File: config.mk
export PLATFORM = sky130hd
export DESIGN_NAME = xped_top
export DESIGN_NICKNAME = d
export VERILOG_FILES = /design/src/core/xped_pkg.sv /design/src/core/xped_sync3.sv /design/src/core/xped_top.sv
export VERILOG_INCLUDE_DIRS = /design/src /design/src/core
export SDC_FILE = /design/constraint.sdc
export NUM_CORES = 1
export LEC_CHECK = 0
export ABC_AREA = 1
export BUFFER_PORTS_ARGS = -buffer_cell sky130_fd_sc_hd__buf_2
export CORE_UTILIZATION = 30
export CTS_BUF_LIST = sky130_fd_sc_hd__clkbuf_4 sky130_fd_sc_hd__clkbuf_8 sky130_fd_sc_hd__clkbuf_16
export DETAILED_ROUTE_END_ITERATION = 16
export PLACE_DENSITY_LB_ADDON = 0.05
export SETUP_SLACK_MARGIN = 0.4
export SYNTH_ARGS = -nofsm -noshare
export SYNTH_HDL_FRONTEND = slang
export SYNTH_SLANG_ARGS = --single-unit
File: constraint.sdc
create_clock -name clock_i -period 1.5 [get_ports clock_i]
set_clock_uncertainty 0.15 [all_clocks]
set_input_delay 0.075 -clock clock_i [delete_from_list [all_inputs] [get_ports clock_i]]
set_output_delay 0.075 -clock clock_i [all_outputs]
set_load 0.005 [all_outputs]
File: src/core/xped_params.svh
// What this block does
// - first CAN enable clear blocks first CAN and frees its two pins.
// - first CAN window goes external only when both CAN enables are clear.
// - second CAN enable clear blocks second CAN and frees its two pins.
// - second CAN window goes external only when both CAN enables are clear.
// - small RAM enable clear sends its window external; set serves internal RAM.
// - large RAM enable clear sends its window external; set serves internal RAM.
// - RTC enable clear blocks RTC; window external only if both CANs clear.
// - both CANs off sends combined CAN window to the external bus controller.
// - after reset first CAN and small RAM enabled, the rest disabled.
// - enable register writes ignored once the global enable bit is set.
// - emulation mode treats every enable bit as set.
// - RTC disabled plus power-down stops the RTC oscillator.
// - RTC enabled lets the oscillator-off bit choose power-down behaviour.
`ifndef XPED_PARAMS_SVH
`define XPED_PARAMS_SVH

// ****************************************
// register map (byte addresses)
// ****************************************
`define XPED_OFS_PEC     16'hf024
`define XPED_OFS_SYSCFG  16'hf028
`define XPED_OFS_STATUS  16'hf02c

// ****************************************
// field positions
// ****************************************
`define XPED_BIT_CAN1    0
`define XPED_BIT_CAN2    1
`define XPED_BIT_SRAM    2
`define XPED_BIT_LRAM    3
`define XPED_BIT_RTC     4
`define XPED_BIT_GLOBAL  0
`define XPED_BIT_EMUL    5
`define XPED_BIT_OSC     6
`define XPED_BIT_LOCK    7

// ****************************************
// reset values
// ****************************************
`define XPED_PEC_RESET   5'h05
`define XPED_PEC_MASK    16'h001f

// ****************************************
// address windows (24-bit, inclusive)
// ****************************************
`define XPED_CAN1_LO     24'h00ef00
`define XPED_CAN1_HI     24'h00efff
`define XPED_CAN2_LO     24'h00ee00
`define XPED_CAN2_HI     24'h00eeff
`define XPED_SRAM_LO     24'h00e000
`define XPED_SRAM_HI     24'h00e7ff
`define XPED_LRAM_LO     24'h00c000
`define XPED_LRAM_HI     24'h00dfff
`define XPED_RTC_LO      24'h00ec00
`define XPED_RTC_HI      24'h00ecff

`endif

File: src/core/xped_pkg.sv
`default_nettype none
package xped_pkg;

  // ****************************************
  // enable set, bit order matches the register
  // ****************************************
  typedef struct packed {
    logic rtc;
    logic large_ext_ram_enable;
    logic small_ext_ram_enable;
    logic second_can_enable;
    logic first_can_enable;
  } xped_enables_t;

  typedef struct packed {
    logic        read;
    logic        write;
    logic [15:0] address;
    logic [31:0] writedata;
    logic [3:0]  byteenable;
  } xped_avs_req_t;

  typedef struct packed {
    logic [31:0] readdata;
    logic        waitrequest;
  } xped_avs_rsp_t;

  // one-hot target of a decoded cpu access; valid is cpu_req_i, registered together with the target
  typedef struct packed {
    logic valid;
    logic can1;
    logic can2;
    logic small_ram;
    logic large_ram;
    logic rtc;
    logic external;
    logic blocked;
    logic other;
  } xped_route_t;

  typedef enum logic [2:0] {
    XPED_BUS_IDLE = 3'b001,
    XPED_BUS_ACK  = 3'b010,
    XPED_BUS_DONE = 3'b100
  } xped_bus_state_t;

endpackage
`default_nettype wire

File: src/core/xped_sync3.sv
`default_nettype none
module xped_sync3 (
  input  wire logic clock_i,
  input  wire logic sys_rst_i,
  input  wire logic async_i,
  output logic      level_o
);
  import xped_pkg::*;

  typedef struct packed {
    logic s1;
    logic s2;
    logic s3;
    logic level;
  } xped_sync_state_t;

  xped_sync_state_t st;
  xped_sync_state_t next_st;

  // the first stage feeds only the second; a change counts once stages 2 and 3 agree
  always_comb begin
    next_st    = st;
    next_st.s1 = async_i;
    next_st.s2 = st.s1;
    next_st.s3 = st.s2;
    if (st.s2 == st.s3) begin
      next_st.level = st.s3;
    end
  end

  always_ff @(posedge clock_i) begin
    if (sys_rst_i) begin
      st <= '0;
    end else begin
      st <= next_st;
    end
  end

  assign level_o = st.level;
endmodule
`default_nettype wire

File: src/core/xped_top.sv
// Register access over Avalon-MM was decided locally.
`include "xped_params.svh"
`default_nettype none
module xped_top (
  input  wire logic                  clock_i,
  input  wire logic                  sys_rst_i,
  input  wire xped_pkg::xped_avs_req_t avs_req_i,
  output xped_pkg::xped_avs_rsp_t    avs_rsp_o,
  input  wire logic                  emul_mode_i,
  input  wire logic                  cpu_req_i,
  input  wire logic [23:0]           cpu_addr_i,
  input  wire logic                  power_down_i,
  input  wire logic                  rtc_oscillator_off_i,
  output xped_pkg::xped_route_t      route_o,
  output xped_pkg::xped_enables_t    periph_on_o,
  output logic                       can1_pins_gpio_o,
  output logic                       can2_pins_gpio_o,
  output logic                       rtc_osc_run_o,
  output logic                       ext_periph_locked_o
);
  import xped_pkg::*;

  // ****************************************
  // state
  // ****************************************
  typedef struct packed {
    xped_bus_state_t bus;
    logic [31:0]     readdata;
    logic            waitreq;
    xped_enables_t   pec;
    logic            global_ext_periph_enable;
    xped_route_t     route;
    xped_enables_t   on;
    logic            can1_gpio;
    logic            can2_gpio;
    logic            osc_run;
  } xped_state_t;

  xped_state_t st;
  xped_state_t next_st;

  logic          emul_level;
  xped_enables_t eff;
  xped_route_t   dec;
  logic          bus_req;
  logic          take;
  logic [31:0]   rd_mux;

  // ****************************************
  // helpers
  // ****************************************
  function automatic logic in_window(input logic [23:0] a,
                                     input logic [23:0] lo,
                                     input logic [23:0] hi);
    in_window = (a >= lo) && (a <= hi);
  endfunction

  function automatic logic [15:0] pack_enables(input xped_enables_t e);
    pack_enables = {11'h000, e};
  endfunction

  function automatic logic hit(input logic [15:0] a, input logic [15:0] ofs);
    hit = (a[15:2] == ofs[15:2]);
  endfunction

  // ****************************************
  // emulation pin
  // ****************************************
  xped_sync3 u_emul_sync (
    .clock_i   (clock_i),
    .sys_rst_i (sys_rst_i),
    .async_i   (emul_mode_i),
    .level_o   (emul_level)
  );

  // ****************************************
  // effective enables
  // ****************************************
  always_comb begin
    eff = st.pec;
    if (emul_level) begin
      eff = '1;
    end
  end

  // ****************************************
  // address decode
  // ****************************************
  always_comb begin
    dec       = '0;
    dec.valid = cpu_req_i;
    if (!cpu_req_i) begin
      dec = '0;
    end else if (in_window(cpu_addr_i, `XPED_CAN1_LO, `XPED_CAN1_HI)) begin
      if (eff.first_can_enable) begin
        dec.can1 = 1'b1;
      end else if (!eff.second_can_enable) begin
        dec.external = 1'b1;
      end else begin
        dec.blocked = 1'b1;
      end
    end else if (in_window(cpu_addr_i, `XPED_CAN2_LO, `XPED_CAN2_HI)) begin
      if (eff.second_can_enable) begin
        dec.can2 = 1'b1;
      end else if (!eff.first_can_enable) begin
        dec.external = 1'b1;
      end else begin
        dec.blocked = 1'b1;
      end
    end else if (in_window(cpu_addr_i, `XPED_RTC_LO, `XPED_RTC_HI)) begin
      if (eff.rtc) begin
        dec.rtc = 1'b1;
      end else if (!eff.first_can_enable && !eff.second_can_enable) begin
        dec.external = 1'b1;
      end else begin
        dec.blocked = 1'b1;
      end
    end else if (in_window(cpu_addr_i, `XPED_SRAM_LO, `XPED_SRAM_HI)) begin
      if (eff.small_ext_ram_enable) begin
        dec.small_ram = 1'b1;
      end else begin
        dec.external = 1'b1;
      end
    end else if (in_window(cpu_addr_i, `XPED_LRAM_LO, `XPED_LRAM_HI)) begin
      if (eff.large_ext_ram_enable) begin
        dec.large_ram = 1'b1;
      end else begin
        dec.external = 1'b1;
      end
    end else begin
      // outside every extension window: not this block's business
      dec.other = 1'b1;
    end
  end

  // ****************************************
  // register read mux
  // ****************************************
  always_comb begin
    rd_mux = 32'h0000_0000;
    if (hit(avs_req_i.address, `XPED_OFS_PEC)) begin
      rd_mux[15:0] = pack_enables(st.pec);
    end else if (hit(avs_req_i.address, `XPED_OFS_SYSCFG)) begin
      rd_mux[`XPED_BIT_GLOBAL] = st.global_ext_periph_enable;
    end else if (hit(avs_req_i.address, `XPED_OFS_STATUS)) begin
      // live view: enables as the decoder sees them, plus mode bits
      rd_mux[4:0]              = eff;
      rd_mux[`XPED_BIT_EMUL]   = emul_level;
      rd_mux[`XPED_BIT_OSC]    = st.osc_run;
      rd_mux[`XPED_BIT_LOCK]   = st.global_ext_periph_enable;
    end
  end

  // ****************************************
  // bus slave
  // ****************************************
  // a request is answered one cycle after it appears; the write lands on the
  // edge where the master sees waitrequest low, then one idle cycle follows
  // so the still-held request is not taken twice
  assign bus_req = avs_req_i.read ^ avs_req_i.write;
  assign take    = (st.bus == XPED_BUS_ACK);

  always_comb begin
    next_st       = st;
    next_st.route = dec;

    case (st.bus)
      XPED_BUS_IDLE: begin
        if (bus_req) begin
          next_st.bus      = XPED_BUS_ACK;
          next_st.readdata = avs_req_i.read ? rd_mux : 32'h0000_0000;
          next_st.waitreq  = 1'b0;
        end
      end
      XPED_BUS_ACK: begin
        next_st.bus     = XPED_BUS_DONE;
        next_st.waitreq = 1'b1;
      end
      XPED_BUS_DONE: begin
        next_st.bus = XPED_BUS_IDLE;
      end
      default: begin
        next_st.bus = XPED_BUS_IDLE;
      end
    endcase

    if (take && avs_req_i.write && avs_req_i.byteenable[0]) begin
      if (hit(avs_req_i.address, `XPED_OFS_PEC)) begin
        if (!st.global_ext_periph_enable) begin
          next_st.pec = avs_req_i.writedata[4:0];
        end
      end else if (hit(avs_req_i.address, `XPED_OFS_SYSCFG)) begin
        // set-only: once set the enables stay frozen until reset
        if (avs_req_i.writedata[`XPED_BIT_GLOBAL]) begin
          next_st.global_ext_periph_enable = 1'b1;
        end
      end
    end

    // ****************************************
    // peripheral enables and pin release
    // ****************************************
    // first CAN on or blocked
    next_st.on.first_can_enable     = eff.first_can_enable;
    next_st.can1_gpio               = !eff.first_can_enable;
    next_st.on.second_can_enable    = eff.second_can_enable;
    next_st.can2_gpio               = !eff.second_can_enable;
    next_st.on.small_ext_ram_enable = eff.small_ext_ram_enable;
    next_st.on.large_ext_ram_enable = eff.large_ext_ram_enable;
    next_st.on.rtc                  = eff.rtc;

    // ****************************************
    // rtc oscillator
    // ****************************************
    if (!power_down_i) begin
      next_st.osc_run = 1'b1;
    end else if (!eff.rtc) begin
      next_st.osc_run = 1'b0;
    end else begin
      next_st.osc_run = !rtc_oscillator_off_i;
    end
  end

  // ****************************************
  // state register
  // ****************************************
  always_ff @(posedge clock_i) begin
    if (sys_rst_i) begin
      st.bus                      <= XPED_BUS_IDLE;
      st.readdata                 <= 32'h0000_0000;
      st.waitreq                  <= 1'b1;
      st.pec                      <= `XPED_PEC_RESET;
      st.global_ext_periph_enable <= 1'b0;
      st.route                    <= '0;
      st.on                       <= `XPED_PEC_RESET;
      st.can1_gpio                <= 1'b0;
      st.can2_gpio                <= 1'b1;
      st.osc_run                  <= 1'b1;
    end else begin
      st <= next_st;
    end
  end

  // ****************************************
  // outputs
  // ****************************************
  assign avs_rsp_o.readdata    = st.readdata;
  assign avs_rsp_o.waitrequest = st.waitreq;
  assign route_o               = st.route;
  assign periph_on_o           = st.on;
  assign can1_pins_gpio_o      = st.can1_gpio;
  assign can2_pins_gpio_o      = st.can2_gpio;
  assign rtc_osc_run_o         = st.osc_run;
  assign ext_periph_locked_o   = st.global_ext_periph_enable;

endmodule
`default_nettype wire

==> reports/qor.csv <==
stage,metric,value,unit
detailed_routing,length of routed met2 wiring,2.308,mm
global_route,global-route wire length before repair,8.038,mm
cells_and_area,Layout Area Growth over Synthesis,32.67,%
floorplanning,io pins,135,
synth,synth warn,0,
status,run status,"complete, no violations",
clock_network,clk sink count,39,
clock_network,clock tree from TritonCTS,built,
timing,share of the clock period used by the worst path after layout,0.8262,
global_route,number of antenna violations at the first check in global routing,0,
pwr,Power Density,813.5,nW/um^2
synth,summed instance area of the synthesized netlist,2079,sq um
pwr,Lkg Pwr,1.348,nW
pwr,overall power consumption,0.002244,W
synth,number of different library cells in the post-synthesis netlist,27,
critical_path,Slowest cell on crit path,sky130_fd_sc_hd__dfxtp_2,
timing,Peak Freq,806.9,MHz
synth,mux contribution to synthesized area,0,
placement,count of input and output buffers,78,
timing,count of pins over their slew limit,0,
placement,Detail Placement HPWL,3.732,mm
detailed_routing,iteration count of the initial detailed-routing pass,4,
detailed_routing,count of unresolved DRC violations after routing,0,
critical_path,Critical Path Start Type,flop,
clock_network,buffer type at the clock tree root,sky130_fd_sc_hd__clkbuf_8,
synth,largest cells by area after synthesis,"sky130_fd_sc_hd__dfxtp_1 (38%), sky130_fd_sc_hd__buf_4 (17%), sky130_fd_sc_hd__nand2_1 (8.1%)",
critical_path,CP max stage delay,0.32,ns
global_route,maximum number of pins on one net before global-route repair,15,
clock_network,"Clk pin slew, worst setup/hold paths",0.08,ns
critical_path,critical path peak fanout,3,
timing,shortest period the worst path allows,1.239,ns
detailed_routing,drt first-iter violations,53,
job,maxcap violations,0,
timing,setup-violating endpoint count in the final report,0,
floorplanning,row count,29,
cells_and_area,number of nets in the finished design,452,
global_route,via count of the first global-routing pass,1790,
synth,dominant cell by count in the synthesized netlist,sky130_fd_sc_hd__buf_4,
synth,flop and latch count out of synthesis,39,
synth,synth cell count leaders,"sky130_fd_sc_hd__buf_4 (47), sky130_fd_sc_hd__nand2_1 (45), sky130_fd_sc_hd__dfxtp_1 (39), sky130_fd_sc_hd__nor2_1 (39), sky130_fd_sc_hd__inv_1 (30)",
critical_path,worst setup path startpoint,st[57],
floorplanning,die width,85.26,um
clock_network,number of buffers created by CTS,5,
synth,most frequently used flop master after synthesis,sky130_fd_sc_hd__dfxtp_1,
synth,simple-gate area share of the yosys netlist,0.3165,
synth,combinational family with the most area after synthesis,simple AND/OR/NAND/NOR gates,
floorplanning,Starting Density,0.3184,
detailed_routing,vias per inst,4.170,
critical_path,most frequent cell on the critical path,sky130_fd_sc_hd__inv_2,
placement,last weighted congestion value of the routability-driven placer,0.7795,
synth,post-synth top area cell,sky130_fd_sc_hd__dfxtp_1,
synth,number of enable-type register cells in the synthesized netlist,0,
detailed_routing,routed length per instance,10.67,um
critical_path,cell chain of the critical path,"inv_2, nand3_4, nor2_4, inv_2, nor3_2, nand3_1, a21oi_1",
critical_path,reg-to-reg critical path startpoint,st[57],
synth,post-synthesis xor/xnor area fraction,0.004212,
clock_network,number of H-tree levels,2,
timing,total count of hold-check failures in the final report,0,
synth,share of synthesized registers carrying an async set or reset,0,
critical_path,critical path start-end classification,reg2reg,
synth,compound-gate portion of the synthesized area,0.06378,
timing,worst hold slack,0.007334,ns
detailed_routing,vias,1860,
detailed_routing,met3 wirelength from detailed routing,228,um
synth,post-synthesis adder-cell area fraction,0,
timing,setup repair after global routing missed its margin,true,
timing,final total negative setup slack,0,ns
min_path,Min-Delay Path Class,in2reg,
clock_network,Skew-Pair Late Insertion Delay,0.29,ns
synth,sequential share of the synthesized area,0.3755,
clock_network,maximum clock path buffer count,2,
critical_path,WP data required,1.57,ns
floorplanning,Die Ht,85.26,um
min_path,startpoint of the tightest hold check path,sys_rst_i,
synth,mean instance size in the synthesized netlist,7.296,sq um
floorplanning,area of the placeable core,6531,sq um
critical_path,Critical Path Sink Type,flop,
cells_and_area,number of antenna diodes,0,
detailed_routing,number of nets with antenna violations after routing,0,
global_route,gr usage total,0.1406,
detailed_routing,met1 routed wirelength after detailed routing,2.175,mm
floorplanning,Total Die Area,7268,sq um
detailed_routing,final wirelength,4.760,mm
critical_path,WP data arrival,1.31,ns
pwr,peak supply drop,0.0003411,V
global_route,Congestion Overflow GR,0,
synth,area share of the largest cell type after synthesis,0.3755,
detailed_routing,top routing layer used,met4,
cells_and_area,proportion of layout cells with a drive suffix above 1,0.3984,
synth,synthesized instance count,285,
==> kinds of logic (layout without fill, tap and decap cells) <==
kind of cell    Yosys count  count (layout)
simple gates            139             139
buf+inv                  83             144
flops                    39              39
compound gates           22              22
other cells               1              24
xor+xnor                  1               1
==> cells in the final DEF, fill, tap and decap left out, types with 2 or more instances in the layout <==
| master | instances |
|---|---|
| sky130_fd_sc_hd__o21ai_1 | 4 |
| sky130_fd_sc_hd__inv_2 | 5 |
| sky130_fd_sc_hd__nand3_4 | 2 |
| sky130_fd_sc_hd__buf_2 | 78 |
| sky130_fd_sc_hd__a21oi_2 | 3 |
| sky130_fd_sc_hd__nand3_1 | 16 |
| sky130_fd_sc_hd__nor3_1 | 7 |
| sky130_fd_sc_hd__dlygate4sd3_1 | 15 |
| sky130_fd_sc_hd__nor2_1 | 30 |
| sky130_fd_sc_hd__a21oi_1 | 8 |
| sky130_fd_sc_hd__conb_1 | 24 |
| sky130_fd_sc_hd__buf_6 | 2 |
| sky130_fd_sc_hd__nand3_2 | 4 |
| sky130_fd_sc_hd__nand2_2 | 5 |
| sky130_fd_sc_hd__buf_4 | 8 |
| sky130_fd_sc_hd__nor2_4 | 11 |
| sky130_fd_sc_hd__nor2_2 | 8 |
| sky130_fd_sc_hd__inv_4 | 2 |
| sky130_fd_sc_hd__nand4_1 | 7 |
| sky130_fd_sc_hd__nand2_1 | 45 |
| sky130_fd_sc_hd__clkbuf_8 | 6 |
| sky130_fd_sc_hd__dfxtp_1 | 33 |
| sky130_fd_sc_hd__o211ai_1 | 4 |
| sky130_fd_sc_hd__inv_1 | 25 |
| sky130_fd_sc_hd__dfxtp_2 | 5 |
==> state kept, by name, indices dropped and copies added (netlist names) <==
name / cells
avs_rsp_o: 9
can1_pins_gpio_o: 1
can2_pins_gpio_o: 1
ext_periph_locked_o: 1
periph_on_o: 5
route_o: 9
rtc_osc_run_o: 1
st: 8
u_emul_sync.level_o: 1
u_emul_sync.next_st: 2
u_emul_sync.st: 1
==> critical path, delay by kind of cell (launching register included) <==
kind                   cells  cell delay [ns]
buffers and inverters      2             0.15
DFF                        1             0.32
and+or+nand+nor            4             0.42
AOI/OAI and AO/OA          1             0.13
==> power breakdown <==
part / internal, W / total, W / leakage, nW / switching (W)
Combinational: 0.000126 / 0.000275 / 0.968 / 0.000149
Clock: 0.000538 / 0.000908 / 0.0612 / 0.000369
Sequential: 0.00105 / 0.00106 / 0.319 / 0.0000105
==> per-stage QoR <==
stage                 util  setup WS, ns  std cells  area [sq um]
floorplan                -        0.3457        308          2196
global placement    0.3577       0.09326        416          2336
detailed placement  0.3577       0.09520        416          2336
CTS                 0.4182        0.2567        445          2731
global route        0.4224        0.1969        446          2759
finish              0.4224        0.2607        446          2759
==> layout make-up <==
| class | instances | area (sq um) |
|---|---|---|
| tap | 77 | 96.34 |
| clock buffer | 6 | 82.58 |
| sequential | 39 | 790.8 |
| fill | 694 | 3772 |
| multi-input combinational | 186 | 997.2 |
| timing repair buffer | 103 | 623.1 |
| clock inverter | 2 | 35.03 |
| inverter | 33 | 133.9 |
==> path summary, 6_finish.rpt <==
| check | cells after the start | slack, ns | endpoint |
|---|---|---|---|
| max reg2reg | 7 | 0.26 | avs_rsp_o[3] |
| min | 3 | 0.007 | periph_on_o[1] |
| min reg2reg | 2 | 0.26 | u_emul_sync.next_st[1] |
| max | 7 | 0.26 | avs_rsp_o[3] |
==> layer usage <==
layer	vias to the layer above	GRT usage
met4	0	0.05000
met3	4	0.03210
li1	996	-
met1	802	0.1698
met2	58	0.2449
met5	-	0
==> timing repair <==
action | CTS | global route
endpoints found under the setup margin | 31 | 25
gates resized for setup | 27 | 6
setup buffers | 6 | 1
hold buffers | 15 | 0
endpoints found under the hold margin | 19 | 0
pin swaps | 17 | 7
Power figures use the tool's default switching activity.
